[src/prox_map.vh]
// Register map, field positions, reset values and timing counts for the proximity register bank
// Summary of operation
// - Power bit zero shuts down, one runs
// - Calibration enable bit seven, default off
// - Bit fourteen selects sixteen-bit wide result
// - Bit thirteen enables sun protect flag, which drives the pin except in level mode
// - Bit twelve enables adaptive persistence
// - Crossing count code gives one to four
// - Interrupt mode off, level, or per event
// - Sample interval 50 to 400 ms
// - Integration length 1,2,4,8 base pulses
// - Base pulse 25 or 50 us
// - Emitter pulses per sample 1,2,4,8
// - Bit thirteen selects high converter sensitivity
// - Bit twelve enables crosstalk cancellation
// - Emitter current code selects 7 to 20 mA
// - Mode select and forced measurement trigger
// - Nonzero fast interval overrides normal interval
// - Sun cancellation enable in third high byte
// - Low and high thresholds, default zero
// - Offset count subtracted from raw count
// - Result at 0xf8, low byte first
// - ID low byte follows selected address
// - Flags high byte at 0xf9, read only
// - Trigger clears itself after measurement
// - Flags: high 9, low 8, sun 12
// - Fast interval codes 6.25, 12.5, 25 ms
`ifndef PROX_MAP_VH
`define PROX_MAP_VH
`define PROX_CMD_CTRL_A 8'h00
`define PROX_CMD_CTRL_B 8'h01
`define PROX_CMD_CTRL_C 8'h02
`define PROX_CMD_LOW_LIMIT 8'h03
`define PROX_CMD_HIGH_LIMIT 8'h04
`define PROX_CMD_OFFSET 8'h05
`define PROX_CMD_RESULT 8'hf8
`define PROX_CMD_FLAGS 8'hf9
`define PROX_CMD_IDENT 8'hfa
`define PROX_RESET_WORD 16'h0000
`define PROX_ADDR_PRIMARY 7'h60
`define PROX_ADDR_SWAPPED 7'h51
`define PROX_IDENT_HIGH 8'h5a
`define PROX_IDENT_LOW_PRIMARY 8'h3c
`define PROX_IDENT_LOW_SWAPPED 8'h3d
`define PROX_BIT_POWER 0
`define PROX_BIT_CALIB 7
`define PROX_BIT_WIDE 14
`define PROX_BIT_SUN_IRQ 13
`define PROX_BIT_ADAPT 12
`define PROX_BIT_PERS_LO 10
`define PROX_BIT_MODE_LO 8
`define PROX_BIT_GAIN 0
`define PROX_BIT_BASE 1
`define PROX_BIT_PULSES_LO 2
`define PROX_BIT_INTEG_LO 4
`define PROX_BIT_INTERVAL_LO 6
`define PROX_BIT_CURRENT_LO 8
`define PROX_BIT_XTALK 12
`define PROX_BIT_SENS 13
`define PROX_BIT_FORCE_MODE 4
`define PROX_BIT_TRIGGER 5
`define PROX_BIT_SUN_CANCEL 10
`define PROX_BIT_FAST_LO 14
`define PROX_FLAG_LOW 8
`define PROX_FLAG_HIGH 9
`define PROX_FLAG_SUN 12
`define PROX_CLK_MHZ 250
`define PROX_BASE_INTERVAL_US 6250
`define PROX_BASE_PULSE_US 25
`endif

[src/prox_regs.v]
// Two-wire slave, register bank and measurement sequencer of the proximity sensor
`timescale 1ns/100ps
`include "prox_map.vh"
module prox_regs #(
  parameter INTERVAL_TICK = `PROX_BASE_INTERVAL_US * `PROX_CLK_MHZ,
  parameter PULSE_TICK = `PROX_BASE_PULSE_US * `PROX_CLK_MHZ
) (
  input wire clk,
  input wire rst,
  input wire pin5_in,
  output wire pin5_oe,
  input wire pin6_in,
  output wire pin6_oe,
  output wire irq_n_oe,
  input wire [15:0] raw_count,
  input wire sun_event,
  output reg sensor_power_on,
  output reg internal_calib_enable,
  output reg converter_gain_select,
  output reg converter_sensitivity_select,
  output reg crosstalk_cancel_enable,
  output reg [2:0] emitter_current_select,
  output reg sun_cancel_enable,
  output reg emitter_active
);
  reg [15:0] ctrl_a_reg, ctrl_b_reg, ctrl_c_reg, low_limit_reg, high_limit_reg, offset_reg, result_reg;
  reg [15:0] flags_reg;
  reg [1:0] p5_sync, p6_sync;
  reg p5_q, p6_q;
  reg swapped_reg, strap_done_reg;
  wire scl = swapped_reg ? p6_sync[1] : p5_sync[1];
  wire sda = swapped_reg ? p5_sync[1] : p6_sync[1];
  wire scl_q = swapped_reg ? p6_q : p5_q;
  wire sda_q = swapped_reg ? p5_q : p6_q;
  wire scl_rise = scl & ~scl_q;
  wire scl_fall = ~scl & scl_q;
  wire start_seen = scl & scl_q & sda_q & ~sda;
  wire stop_seen = scl & scl_q & ~sda_q & sda;
  wire [6:0] my_addr = swapped_reg ? `PROX_ADDR_SWAPPED : `PROX_ADDR_PRIMARY;
  wire [7:0] ident_low = swapped_reg ? `PROX_IDENT_LOW_SWAPPED : `PROX_IDENT_LOW_PRIMARY;

  localparam ST_IDLE = 6'b000001;
  localparam ST_ADDR = 6'b000010;
  localparam ST_ACK = 6'b000100;
  localparam ST_RX = 6'b001000;
  localparam ST_TX = 6'b010000;
  localparam ST_TXACK = 6'b100000;
  reg [5:0] st_reg;
  reg [7:0] shift_reg;
  reg [3:0] bit_reg;
  reg [7:0] cmd_reg;
  reg [1:0] byte_reg;
  reg read_reg, sda_drive_reg, nack_reg;
  reg [15:0] rd_word;

  always @* begin
    case (cmd_reg)
      `PROX_CMD_CTRL_A: rd_word = ctrl_a_reg;
      `PROX_CMD_CTRL_B: rd_word = ctrl_b_reg;
      `PROX_CMD_CTRL_C: rd_word = ctrl_c_reg;
      `PROX_CMD_LOW_LIMIT: rd_word = low_limit_reg;
      `PROX_CMD_HIGH_LIMIT: rd_word = high_limit_reg;
      `PROX_CMD_OFFSET: rd_word = offset_reg;
      `PROX_CMD_RESULT: rd_word = result_reg;
      `PROX_CMD_FLAGS: rd_word = flags_reg;
      `PROX_CMD_IDENT: rd_word = {`PROX_IDENT_HIGH, ident_low};
      default: rd_word = 16'h0000;
    endcase
  end

  wire meas_done;
  reg [15:0] wr_low_reg;
  reg wr_strobe;
  reg [15:0] wr_data;

  // Pins first pass two flops; the address strap is taken from the first pin edge after reset
  always @(posedge clk or posedge rst) begin
    if (rst) begin
      p5_sync <= 2'b11;
      p6_sync <= 2'b11;
      p5_q <= 1'b1;
      p6_q <= 1'b1;
      swapped_reg <= 1'b0;
      strap_done_reg <= 1'b0;
    end else begin
      p5_sync <= {p5_sync[0], pin5_in};
      p6_sync <= {p6_sync[0], pin6_in};
      p5_q <= p5_sync[1];
      p6_q <= p6_sync[1];
      // First falling pin while the other is high is data of the first start
      if (!strap_done_reg && (p5_q != p5_sync[1] || p6_q != p6_sync[1])) begin
        strap_done_reg <= 1'b1;
        swapped_reg <= p5_q & ~p5_sync[1] & p6_sync[1];
      end
    end
  end

  always @(posedge clk or posedge rst) begin
    if (rst) begin
      st_reg <= ST_IDLE;
      shift_reg <= 8'h00;
      bit_reg <= 4'h0;
      cmd_reg <= 8'h00;
      byte_reg <= 2'b00;
      read_reg <= 1'b0;
      sda_drive_reg <= 1'b0;
      nack_reg <= 1'b0;
      wr_low_reg <= 16'h0000;
      wr_strobe <= 1'b0;
      wr_data <= 16'h0000;
    end else begin
      wr_strobe <= 1'b0;
      if (!strap_done_reg) begin
        // The strap edge is the data fall of the first start, so the address phase opens here
        if (p5_q != p5_sync[1] || p6_q != p6_sync[1]) begin
          st_reg <= ST_ADDR;
          bit_reg <= 4'h0;
        end else begin
          st_reg <= ST_IDLE;
        end
      end else if (start_seen) begin
        // Repeated start keeps the command code for the read phase
        st_reg <= ST_ADDR;
        bit_reg <= 4'h0;
        sda_drive_reg <= 1'b0;
      end else if (stop_seen) begin
        st_reg <= ST_IDLE;
        sda_drive_reg <= 1'b0;
      end else begin
        case (st_reg)
          ST_IDLE: begin
            sda_drive_reg <= 1'b0;
          end
          ST_ADDR: begin
            if (scl_rise) begin
              shift_reg <= {shift_reg[6:0], sda};
              bit_reg <= bit_reg + 4'h1;
            end
            if (scl_fall && bit_reg == 4'h8) begin
              if (shift_reg[7:1] == my_addr) begin
                read_reg <= shift_reg[0];
                byte_reg <= 2'b00;
                sda_drive_reg <= 1'b1;
                st_reg <= ST_ACK;
              end else begin
                st_reg <= ST_IDLE;
              end
            end
          end
          ST_ACK: begin
            if (scl_fall) begin
              bit_reg <= 4'h0;
              if (read_reg) begin
                shift_reg <= (byte_reg == 2'b00) ? rd_word[7:0] : rd_word[15:8];
                sda_drive_reg <= ~((byte_reg == 2'b00) ? rd_word[7] : rd_word[15]);
                st_reg <= ST_TX;
              end else begin
                sda_drive_reg <= 1'b0;
                st_reg <= ST_RX;
              end
            end
          end
          ST_RX: begin
            if (scl_rise) begin
              shift_reg <= {shift_reg[6:0], sda};
              bit_reg <= bit_reg + 4'h1;
            end
            if (scl_fall && bit_reg == 4'h8) begin
              sda_drive_reg <= 1'b1;
              st_reg <= ST_ACK;
              // Command code, then low byte, then high byte
              if (byte_reg == 2'b00) begin
                cmd_reg <= shift_reg;
                byte_reg <= 2'b01;
              end else if (byte_reg == 2'b01) begin
                wr_low_reg <= {8'h00, shift_reg};
                byte_reg <= 2'b10;
              end else begin
                wr_data <= {shift_reg, wr_low_reg[7:0]};
                wr_strobe <= 1'b1;
                byte_reg <= 2'b00;
              end
            end
          end
          ST_TX: begin
            if (scl_fall) begin
              bit_reg <= bit_reg + 4'h1;
              shift_reg <= {shift_reg[6:0], 1'b0};
              if (bit_reg == 4'h7) begin
                sda_drive_reg <= 1'b0;
                st_reg <= ST_TXACK;
              end else begin
                sda_drive_reg <= ~shift_reg[6];
              end
            end
          end
          ST_TXACK: begin
            if (scl_rise) begin
              nack_reg <= sda;
            end
            if (scl_fall) begin
              if (nack_reg) begin
                st_reg <= ST_IDLE;
              end else begin
                byte_reg <= 2'b01;
                bit_reg <= 4'h0;
                shift_reg <= rd_word[15:8];
                sda_drive_reg <= ~rd_word[15];
                st_reg <= ST_TX;
              end
            end
          end
          default: st_reg <= ST_IDLE;
        endcase
      end
    end
  end

  assign pin5_oe = swapped_reg & sda_drive_reg;
  assign pin6_oe = ~swapped_reg & sda_drive_reg;

  // Register writes; read-only codes and unknown codes are ignored
  always @(posedge clk or posedge rst) begin
    if (rst) begin
      ctrl_a_reg <= `PROX_RESET_WORD;
      ctrl_b_reg <= `PROX_RESET_WORD;
      ctrl_c_reg <= `PROX_RESET_WORD;
      low_limit_reg <= `PROX_RESET_WORD;
      high_limit_reg <= `PROX_RESET_WORD;
      offset_reg <= `PROX_RESET_WORD;
    end else begin
      if (wr_strobe) begin
        case (cmd_reg)
          `PROX_CMD_CTRL_A: ctrl_a_reg <= wr_data;
          `PROX_CMD_CTRL_B: ctrl_b_reg <= wr_data;
          `PROX_CMD_CTRL_C: ctrl_c_reg <= wr_data;
          `PROX_CMD_LOW_LIMIT: low_limit_reg <= wr_data;
          `PROX_CMD_HIGH_LIMIT: high_limit_reg <= wr_data;
          `PROX_CMD_OFFSET: offset_reg <= wr_data;
          default: ctrl_a_reg <= ctrl_a_reg;
        endcase
      end
      // Completion clears the trigger unless software rewrites it in that cycle
      if (meas_done && !(wr_strobe && cmd_reg == `PROX_CMD_CTRL_C)) begin
        ctrl_c_reg[`PROX_BIT_TRIGGER] <= 1'b0;
      end
    end
  end

  wire power_on = ctrl_a_reg[`PROX_BIT_POWER];
  wire force_mode = ctrl_c_reg[`PROX_BIT_FORCE_MODE];
  wire [1:0] fast_sel = ctrl_c_reg[`PROX_BIT_FAST_LO+1:`PROX_BIT_FAST_LO];
  wire [1:0] interval_sel = ctrl_b_reg[`PROX_BIT_INTERVAL_LO+1:`PROX_BIT_INTERVAL_LO];
  // Interval in 6.25 ms units: fast codes 1,2,4; normal 8,16,32,64
  wire [6:0] interval_units = (fast_sel != 2'b00) ? (7'h01 << (fast_sel - 2'b01)) : (7'h08 << interval_sel);
  wire [1:0] integ_sel = ctrl_b_reg[`PROX_BIT_INTEG_LO+1:`PROX_BIT_INTEG_LO];
  wire [1:0] pulse_sel = ctrl_b_reg[`PROX_BIT_PULSES_LO+1:`PROX_BIT_PULSES_LO];
  // Base pulses per emitter burst: 1..8, doubled for the 50 us base
  wire [4:0] burst_units = {1'b0, 4'h1 << integ_sel} << ctrl_b_reg[`PROX_BIT_BASE];
  wire [3:0] pulse_total = 4'h1 << pulse_sel;

  localparam MS_IDLE = 3'b001;
  localparam MS_BURST = 3'b010;
  localparam MS_DONE = 3'b100;
  reg [2:0] ms_reg;
  reg [31:0] interval_cnt_reg;
  reg [31:0] pulse_cnt_reg;
  reg [4:0] unit_cnt_reg;
  reg [3:0] burst_cnt_reg;
  wire interval_up = interval_cnt_reg >= interval_units * INTERVAL_TICK - 1;
  wire start_meas = power_on && ms_reg == MS_IDLE &&
    (force_mode ? ctrl_c_reg[`PROX_BIT_TRIGGER] : interval_up);
  assign meas_done = ms_reg == MS_DONE;

  always @(posedge clk or posedge rst) begin
    if (rst) begin
      ms_reg <= MS_IDLE;
      interval_cnt_reg <= 32'h0;
      pulse_cnt_reg <= 32'h0;
      unit_cnt_reg <= 5'h0;
      burst_cnt_reg <= 4'h0;
      emitter_active <= 1'b0;
    end else begin
      if (!power_on || force_mode || interval_up) begin
        interval_cnt_reg <= 32'h0;
      end else begin
        interval_cnt_reg <= interval_cnt_reg + 32'h1;
      end
      case (ms_reg)
        MS_IDLE: begin
          if (start_meas) begin
            ms_reg <= MS_BURST;
            emitter_active <= 1'b1;
            pulse_cnt_reg <= 32'h0;
            unit_cnt_reg <= 5'h0;
            burst_cnt_reg <= 4'h0;
          end
        end
        MS_BURST: begin
          if (pulse_cnt_reg == PULSE_TICK - 1) begin
            pulse_cnt_reg <= 32'h0;
            if (unit_cnt_reg == burst_units - 5'h1) begin
              unit_cnt_reg <= 5'h0;
              if (burst_cnt_reg == pulse_total - 4'h1) begin
                emitter_active <= 1'b0;
                ms_reg <= MS_DONE;
              end else begin
                burst_cnt_reg <= burst_cnt_reg + 4'h1;
              end
            end else begin
              unit_cnt_reg <= unit_cnt_reg + 5'h1;
            end
          end else begin
            pulse_cnt_reg <= pulse_cnt_reg + 32'h1;
          end
          if (!power_on) begin
            emitter_active <= 1'b0;
            ms_reg <= MS_IDLE;
          end
        end
        MS_DONE: ms_reg <= MS_IDLE;
        default: ms_reg <= MS_IDLE;
      endcase
    end
  end

  // Result: offset subtracted, floored at zero, clipped to 12 bits in normal range
  wire [16:0] diff = {1'b0, raw_count} - {5'h00, offset_reg[11:0]};
  wire [15:0] net_count = diff[16] ? 16'h0000 : diff[15:0];
  wire [15:0] shaped = ctrl_a_reg[`PROX_BIT_WIDE] ? net_count :
    ((net_count > 16'h0fff) ? 16'h0fff : net_count);
  wire above = shaped > high_limit_reg;
  wire below = shaped < low_limit_reg;
  wire [1:0] irq_mode = ctrl_a_reg[`PROX_BIT_MODE_LO+1:`PROX_BIT_MODE_LO];
  wire [1:0] pers_sel = ctrl_a_reg[`PROX_BIT_PERS_LO+1:`PROX_BIT_PERS_LO];
  reg [1:0] high_run_reg, low_run_reg;
  reg level_reg;
  // Adaptive persistence: after a high event, a single crossing retriggers
  wire [1:0] need = (ctrl_a_reg[`PROX_BIT_ADAPT] && level_reg) ? 2'b00 : pers_sel;
  wire high_hit = above && high_run_reg >= need;
  wire low_hit = below && low_run_reg >= need;
  wire flags_read = st_reg == ST_TXACK && scl_fall && read_reg && cmd_reg == `PROX_CMD_FLAGS && byte_reg == 2'b01;

  always @(posedge clk or posedge rst) begin
    if (rst) begin
      result_reg <= 16'h0000;
      flags_reg <= 16'h0000;
      high_run_reg <= 2'b00;
      low_run_reg <= 2'b00;
      level_reg <= 1'b0;
    end else begin
      // A read of the flag word clears it; a new event in that cycle still sets
      if (flags_read) begin
        flags_reg <= 16'h0000;
      end
      if (meas_done) begin
        result_reg <= shaped;
        high_run_reg <= above ? ((high_run_reg == 2'b11) ? 2'b11 : high_run_reg + 2'b01) : 2'b00;
        low_run_reg <= below ? ((low_run_reg == 2'b11) ? 2'b11 : low_run_reg + 2'b01) : 2'b00;
        if (irq_mode != 2'b00) begin
          if (high_hit) begin
            flags_reg[`PROX_FLAG_HIGH] <= 1'b1;
            level_reg <= 1'b1;
          end
          if (low_hit) begin
            flags_reg[`PROX_FLAG_LOW] <= 1'b1;
            if (irq_mode == 2'b01) begin
              level_reg <= 1'b0;
            end
          end
        end
      end
      if (sun_event && ctrl_a_reg[`PROX_BIT_SUN_IRQ]) begin
        flags_reg[`PROX_FLAG_SUN] <= 1'b1;
      end
    end
  end

  // Level mode follows the near/far state; event mode follows pending flags
  assign irq_n_oe = (irq_mode == 2'b01) ? level_reg :
    ((irq_mode == 2'b11) & (|flags_reg)) | flags_reg[`PROX_FLAG_SUN];

  always @(posedge clk or posedge rst) begin
    if (rst) begin
      sensor_power_on <= 1'b0;
      internal_calib_enable <= 1'b0;
      converter_gain_select <= 1'b0;
      converter_sensitivity_select <= 1'b0;
      crosstalk_cancel_enable <= 1'b0;
      emitter_current_select <= 3'b000;
      sun_cancel_enable <= 1'b0;
    end else begin
      sensor_power_on <= power_on;
      internal_calib_enable <= ctrl_a_reg[`PROX_BIT_CALIB];
      converter_gain_select <= ctrl_b_reg[`PROX_BIT_GAIN];
      converter_sensitivity_select <= ctrl_b_reg[`PROX_BIT_SENS];
      crosstalk_cancel_enable <= ctrl_b_reg[`PROX_BIT_XTALK];
      emitter_current_select <= ctrl_b_reg[`PROX_BIT_CURRENT_LO+2:`PROX_BIT_CURRENT_LO];
      sun_cancel_enable <= &ctrl_c_reg[`PROX_BIT_SUN_CANCEL+2:`PROX_BIT_SUN_CANCEL];
    end
  end
endmodule

[config.mk]
export PLATFORM = sky130hd
export DESIGN_NAME = prox_regs
export DESIGN_NICKNAME = d
export VERILOG_FILES = /design/src/prox_regs.v
export VERILOG_INCLUDE_DIRS = /design/src
export SDC_FILE = /design/constraint.sdc
export NUM_CORES = 1
export LEC_CHECK = 0
export ABC_AREA = 1
export BUFFER_PORTS_ARGS = -buffer_cell sky130_fd_sc_hd__buf_2
export CELL_PAD_IN_SITES_DETAIL_PLACEMENT = 0
export CELL_PAD_IN_SITES_GLOBAL_PLACEMENT = 1
export CORE_UTILIZATION = 30
export CTS_CLUSTER_SIZE = 8
export DETAILED_ROUTE_END_ITERATION = 10
export PLACE_DENSITY = 0.55
export SKIP_CTS_REPAIR_TIMING = 1
export SLEW_MARGIN = 20
export SYNTH_ARGS = -nofsm -noshare
export SYNTH_HDL_FRONTEND = slang
export SYNTH_SLANG_ARGS = --single-unit
[constraint.sdc]
create_clock -name clk -period 24.5 [get_ports clk]
set_clock_uncertainty 0.2 [all_clocks]
set_input_delay 2.45 -clock clk [delete_from_list [all_inputs] [get_ports clk]]
set_output_delay 2.45 -clock clk [all_outputs]
set_load 0.05 [all_outputs]
# Yosys cells after proc, flatten, opt, wreduce, memory -nomap -nowiden
# Index checks and enable logic that the tools add are counted.
[op_classes]
eq_ne = 67
bitwise = 26
n_addsub = 12
mul = 1
reduce_logical = 58
shift = 5
magnitude_cmp = 6
muxes = 115
[op_table]
columns = ["cell", "n"]
rows = [
  ["case mux 16 bit (9 select lines)", 1],
  ["2-to-1 mux 32 bit", 3],
  ["2-to-1 mux 6 bit", 12],
  ["adder 32 x 1 -> 32 bit (second input constant)", 2],
  ["case mux 32 bit (2 select lines)", 1],
  ["2-to-1 mux 8 bit", 7],
  ["2-to-1 mux 4 bit", 13],
  ["2-to-1 mux 16 bit", 3],
  ["inequality test 4 bit (second input constant)", 12],
  ["2-to-1 mux 1 bit", 38],
  ["case mux 6 bit (6 select lines)", 1],
  ["equality test 32 x 13 -> 1 bit (second input constant)", 1],
  [">= comparator 32 bit", 1],
  ["case mux 8 bit (4 select lines)", 1],
  ["2-to-1 mux 2 bit", 15],
  ["inequality test 5 bit (second input constant)", 6],
  ["subtractor 28 x 1 -> 29 bit (second input constant)", 1],
  ["multiplier 7 x 19 -> 26 bit (second input constant)", 1],
  ["2-to-1 mux 5 bit", 5],
  ["equality test 8 bit (second input constant)", 3],
  ["inequality test 2 bit (second input constant)", 12],
  ["AND reduction 7 bit", 3],
  ["2-to-1 mux 3 bit", 6],
  ["AND reduction 2 bit", 9],
  ["other kinds (69)", 133],
]
[word_totals]
word_cells = 333
register_bits = 270

# Longest topological paths before layout
[logic_depth]
word_depth = 11
depth_mapped = 44
depth_no_buf = 43

# Worst setup path after synthesis
# No wires, ideal clock.
[synth_timing]
path_type = "register -> register"
from = "reg ctrl_c_reg[14]"
to = "reg pulse_cnt_reg[2]"
arrival_time_ps = 6968
period_less_slack_ps = 7303
setup_time_ps = 135
path_slack_ps = 17197
path_stages_with_launch = 41
cell_sequence = "dfrtp_1 > inv_1 > ha_1 > nand2_1 > nor2_1 > inv_1 > ha_1 > inv_1 > ha_1 > inv_1 > fa_1 > inv_1 > fa_1 > inv_1 > fa_1 > inv_1 > ha_1 > nand2_1 > [... 5 more ...] > nand3_1 > nand2_1 > inv_1 > nand2_1 > nor2_1 > nand3_1 > xor2_1 > ha_1 > nand2_1 > o21a_1 > o221ai_1 > a21oi_1 > nand3_1 > o2111ai_1 > nand2_1 > buf_2 > buf_2 > o22ai_1"
[synth_via]
elab_chain_cells = 10
word_cells_on_any_way = 11
classes_between = "add/sub: 2; mul: 1; order compare: 1; eq/ne: 1; shift: 1; mux: 2; reduce/logical: 3"
[synth_lines]
columns = ["element", "line_no", "text"]
rows = [
  ["start: declaration", "prox_regs.v:26", "reg [15:0] ctrl_a_reg, ctrl_b_reg, ctrl_c_reg, low_limit_reg, high_limit_reg, offset_reg, result_reg;"],
  ["start signal: assignment", "prox_regs.v:227", "ctrl_c_reg <= `PROX_RESET_WORD;"],
  ["start signal: assignment", "prox_regs.v:236", "`PROX_CMD_CTRL_C: ctrl_c_reg <= wr_data;"],
  ["subtractor 2 x 1 -> 2 bit", "prox_regs.v:255", "wire [6:0] interval_units = (fast_sel != 2'b00) ? (7'h01 << (fast_sel - 2'b01)) : (7'h08 << interval_sel);"],
  ["left shift 1 x 2 -> 7 bit", "prox_regs.v:255", ""],
  ["2-to-1 mux 7 bit *", "prox_regs.v:255", ""],
  ["multiplier 7 x 19 -> 26 bit *", "prox_regs.v:270", "wire interval_up = interval_cnt_reg >= interval_units * INTERVAL_TICK - 1;"],
  ["subtractor 28 x 1 -> 29 bit *", "prox_regs.v:270", ""],
  [">= comparator 32 bit *", "prox_regs.v:270", ""],
  ["2-to-1 mux 1 bit *", "prox_regs.v:272", "(force_mode ? ctrl_c_reg[`PROX_BIT_TRIGGER] : interval_up);"],
  ["logical AND 1 bit *", "prox_regs.v:271", "wire start_meas = power_on && ms_reg == MS_IDLE &&"],
  ["inequality test 2 bit (no line) *", "-", ""],
  ["AND reduction 2 bit (no line) *", "-", ""],
  ["end signal: assignment", "prox_regs.v:314", "pulse_cnt_reg <= pulse_cnt_reg + 32'h1;"],
  ["end: declaration", "prox_regs.v:267", "reg [31:0] pulse_cnt_reg;"],
]
# Mark *: on every way between the ends. The rest lies on a longest branch, timed or not.
# A chain may end at the register's enable or synchronous reset.

# Worst setup path after layout
[layout_timing]
from = "reg ctrl_c_reg[14]"
to = "reg unit_cnt_reg[0]"
[layout_via]
elab_chain_cells = 10
word_cells_on_any_way = 11
classes_between = "add/sub: 2; mul: 1; order compare: 1; eq/ne: 1; shift: 1; mux: 2; reduce/logical: 3"
[layout_lines]
columns = ["element", "line_no", "text"]
rows = [
  ["subtractor 2 x 1 -> 2 bit", "prox_regs.v:255", ""],
  ["left shift 1 x 2 -> 7 bit", "prox_regs.v:255", ""],
  ["2-to-1 mux 7 bit *", "prox_regs.v:255", ""],
  ["multiplier 7 x 19 -> 26 bit *", "prox_regs.v:270", ""],
  ["subtractor 28 x 1 -> 29 bit *", "prox_regs.v:270", ""],
  [">= comparator 32 bit *", "prox_regs.v:270", ""],
  ["2-to-1 mux 1 bit *", "prox_regs.v:272", ""],
  ["logical AND 1 bit *", "prox_regs.v:271", ""],
  ["inequality test 2 bit (no line) *", "-", ""],
  ["AND reduction 3 bit (no line) *", "-", ""],
  ["end signal: assignment", "prox_regs.v:311", "unit_cnt_reg <= unit_cnt_reg + 5'h1;"],
  ["end: declaration", "prox_regs.v:268", "reg [4:0] unit_cnt_reg;"],
]
# Marks and branches as above.

==> out/metrics.yaml <==
syn_area_per_cell_um2: 7.89
place_inst: 2995
stdcell_count: 3056
required_ns: 24.71
first_iter_violations: 923
irDropWorstVdd_v: 0.0000419
worst_pin_slew_ns: 1.08
relSlewSlack_pct: 28.1
clkSinkCount: 270
drive_above_1_share_pct: 6.85
root_buffer: "clkbuf_16"
crit_slowest_cell: "fa_1"
max_cap_viol_count: 0
fin_util_pct: 34.2
r2r-end: "unit_cnt_reg[0]"
start_kind: "flop"
slew_viol_final: 0
mostFrequentLayoutCells: "468 x nand2_1, 317 x inv_1, 262 x dfrtp_1, 187 x o21ai_0, 163 x nor2_1"
antenna_found_initial: 0
ys_seq_area_share_pct: 38.4
p_int_w: 0.000785
seqCellArea_um2: 6770
netSwitchingPower_w: 0.000295
fin_nets: 2463
holdPathStages: 0
synth-main-ff-cell: "dfrtp_1"
power_frac_seq_pct: 43.2
finalCritPeriodShare_pct: 35.3
final_common_cell: "nand2_1"
fin_crit_ns: 8.66
fin_hold_ws_ns: 0.157
wl_per_cell_um: 17.9
clock_path_buffers: 3
drcViolationCount: 0
setup_viol: 0
clk_pin_slew_worst_paths_ns: 0.05
fmax_mhz: 116
area_delta_synth_final_pct: 12.3
fillCellCount: 6172
path_depth: 38
grt_setup_unrepaired: "no"
power.leakage_nw: 9.44
swShare_pct: 27.3
vias_per_cell: 4.89
crit_fanout: 29
std_cell_rows: 88
worstSetupPathType: "flop to flop"
antennaDiodeCount: 0
dr.pass1.iters: 5
path_buf_inv: 8
cts.htree.levels: 2
grt_pass1_wl_mm: 87.3
hold_path_class: "flop to flop"
overflow: 0
dp_slack_ns: 15.80
start_util_pct: 30.5
cts_tree: "built"
grt_max_degree: 81
io_pins: 34
status: "completed"
die_area_um2: 59700
setup_slack_ns: 15.84
die_w_um: 244
vias: 14953
min_to: "p6_sync[1]"
fp.dieH_um: 244
r2r_cells: 38
critPathMaxStageDelay_ns: 0.51
wirelength_mm: 54.6
ys_warn_count: 0
finalHoldViolCount: 0
ys_ff_latch: 270
cp-end-kind: "flop"
r2r_setup_slack_ns: 15.84
p_per_area_nw_per_um2: 54.6
grt_pass1_vias: 14969
multi_input_area_um2: 9400
core_um2: 57800
combPwrFrac_pct: 9.3
yosysUniqueCellTypes: 59
syn_area_um2: 17600
reg2reg_from: "ctrl_c_reg[14]"
dp_hpwl_mm: 41.3
async_flop_share_pct: 100
insertion_delay_ns: 0.57
worst_path_most_repeated_cell: "inv_1"
crit_family: "adder cells"
cts_buffers: 40
tns_ns: 0
grt.total_usage_pct: 18.7
portBuffers: 33
drtAntennaViolNets: 0
cp.arrival_ns: 8.86
synth-edff-count: 0
synthCells: 2231
hold_start: "p6_sync[0]"
gp_congestion: 0.841
p_clk_share_pct: 47.5
==> layer usage <==
metal,GRT usage [%],wire length (µm),vias to the layer above
met5,0,0,-
met4,5.18,1300,0
met3,2.43,1900,72
met2,32.0,26200,239
met1,24.7,25200,7158
li1,-,-,7484
==> how the worst max path moves through the flow <==
stage | slack, ns | startpoint | to
after floorplan | 14.42 | rst | bit_reg[0]
after detailed placement | 15.80 | ctrl_c_reg[14] | unit_cnt_reg[0]
after global routing | 15.04 | ctrl_c_reg[14] | pulse_cnt_reg[26]
after CTS | 15.70 | ctrl_c_reg[14] | pulse_cnt_reg[26]
after global placement | 16.03 | ctrl_c_reg[14] | pulse_cnt_reg[26]
final | 15.84 | ctrl_c_reg[14] | unit_cnt_reg[0]
==> Yosys cell counts (29+ instances only) <==
master	count	area share, %
nor3_1	38	1.1
o22ai_1	35	1.2
nor2_1	163	3.5
nand4_1	46	1.6
o21ai_1	45	1.3
ha_1	141	10
dfrtp_1	262	37
o21ai_0	187	5.3
a21oi_1	102	2.9
clkbuf_1	39	0.83
fa_1	29	3.3
xor2_1	52	2.6
inv_1	318	6.8
nand3_1	88	2.5
nand2_1	472	10
==> cell type report <==
type,instances,share of cell area [%]
Multi-Input combinational cell,1574,47.5
Sequential cell,270,34.2
Inverter,342,6.53
Clock buffer,58,5.40
Tap cell,765,4.84
Timing Repair Buffer,44,1.25
Clock inverter,3,0.259
==> per-stage QoR <==
step           instance area [µm²]  total power [W]
4_1_cts                      19800          0.00110
2_1_floorplan                17600         0.000541
3_3_place_gp                 18700         0.000574
5_1_grt                      19800          0.00113
3_5_place_dp                 18700         0.000574
6_report                     19800          0.00108
==> cell families (layout without fill, tap and decap cells) <==
logic type	count (synthesis)	count (layout)	synth area share, %
buffers and inverters	388	447	8.33
AO/OA/AOI/OAI	450	450	14.5
AND/OR/NAND/NOR	876	876	21.6
other	1	2	0.0213
XOR/XNOR	76	76	3.78
flip-flops	270	270	38.4
adder cells (fa/ha/maj)	170	170	13.3
==> power groups by stage <==
| stage | Clock, W | Combinational, W | Sequential, W |
|---|---|---|---|
| floorplan | 0 | 0.0000695 | 0.000472 |
| global placement | 0 | 0.000101 | 0.000474 |
| detailed placement | 0 | 0.000101 | 0.000474 |
| CTS | 0.000529 | 0.000101 | 0.000466 |
| global route | 0.000547 | 0.000114 | 0.000468 |
| finish | 0.000513 | 0.000101 | 0.000466 |
Power figures use the tool's default switching activity.
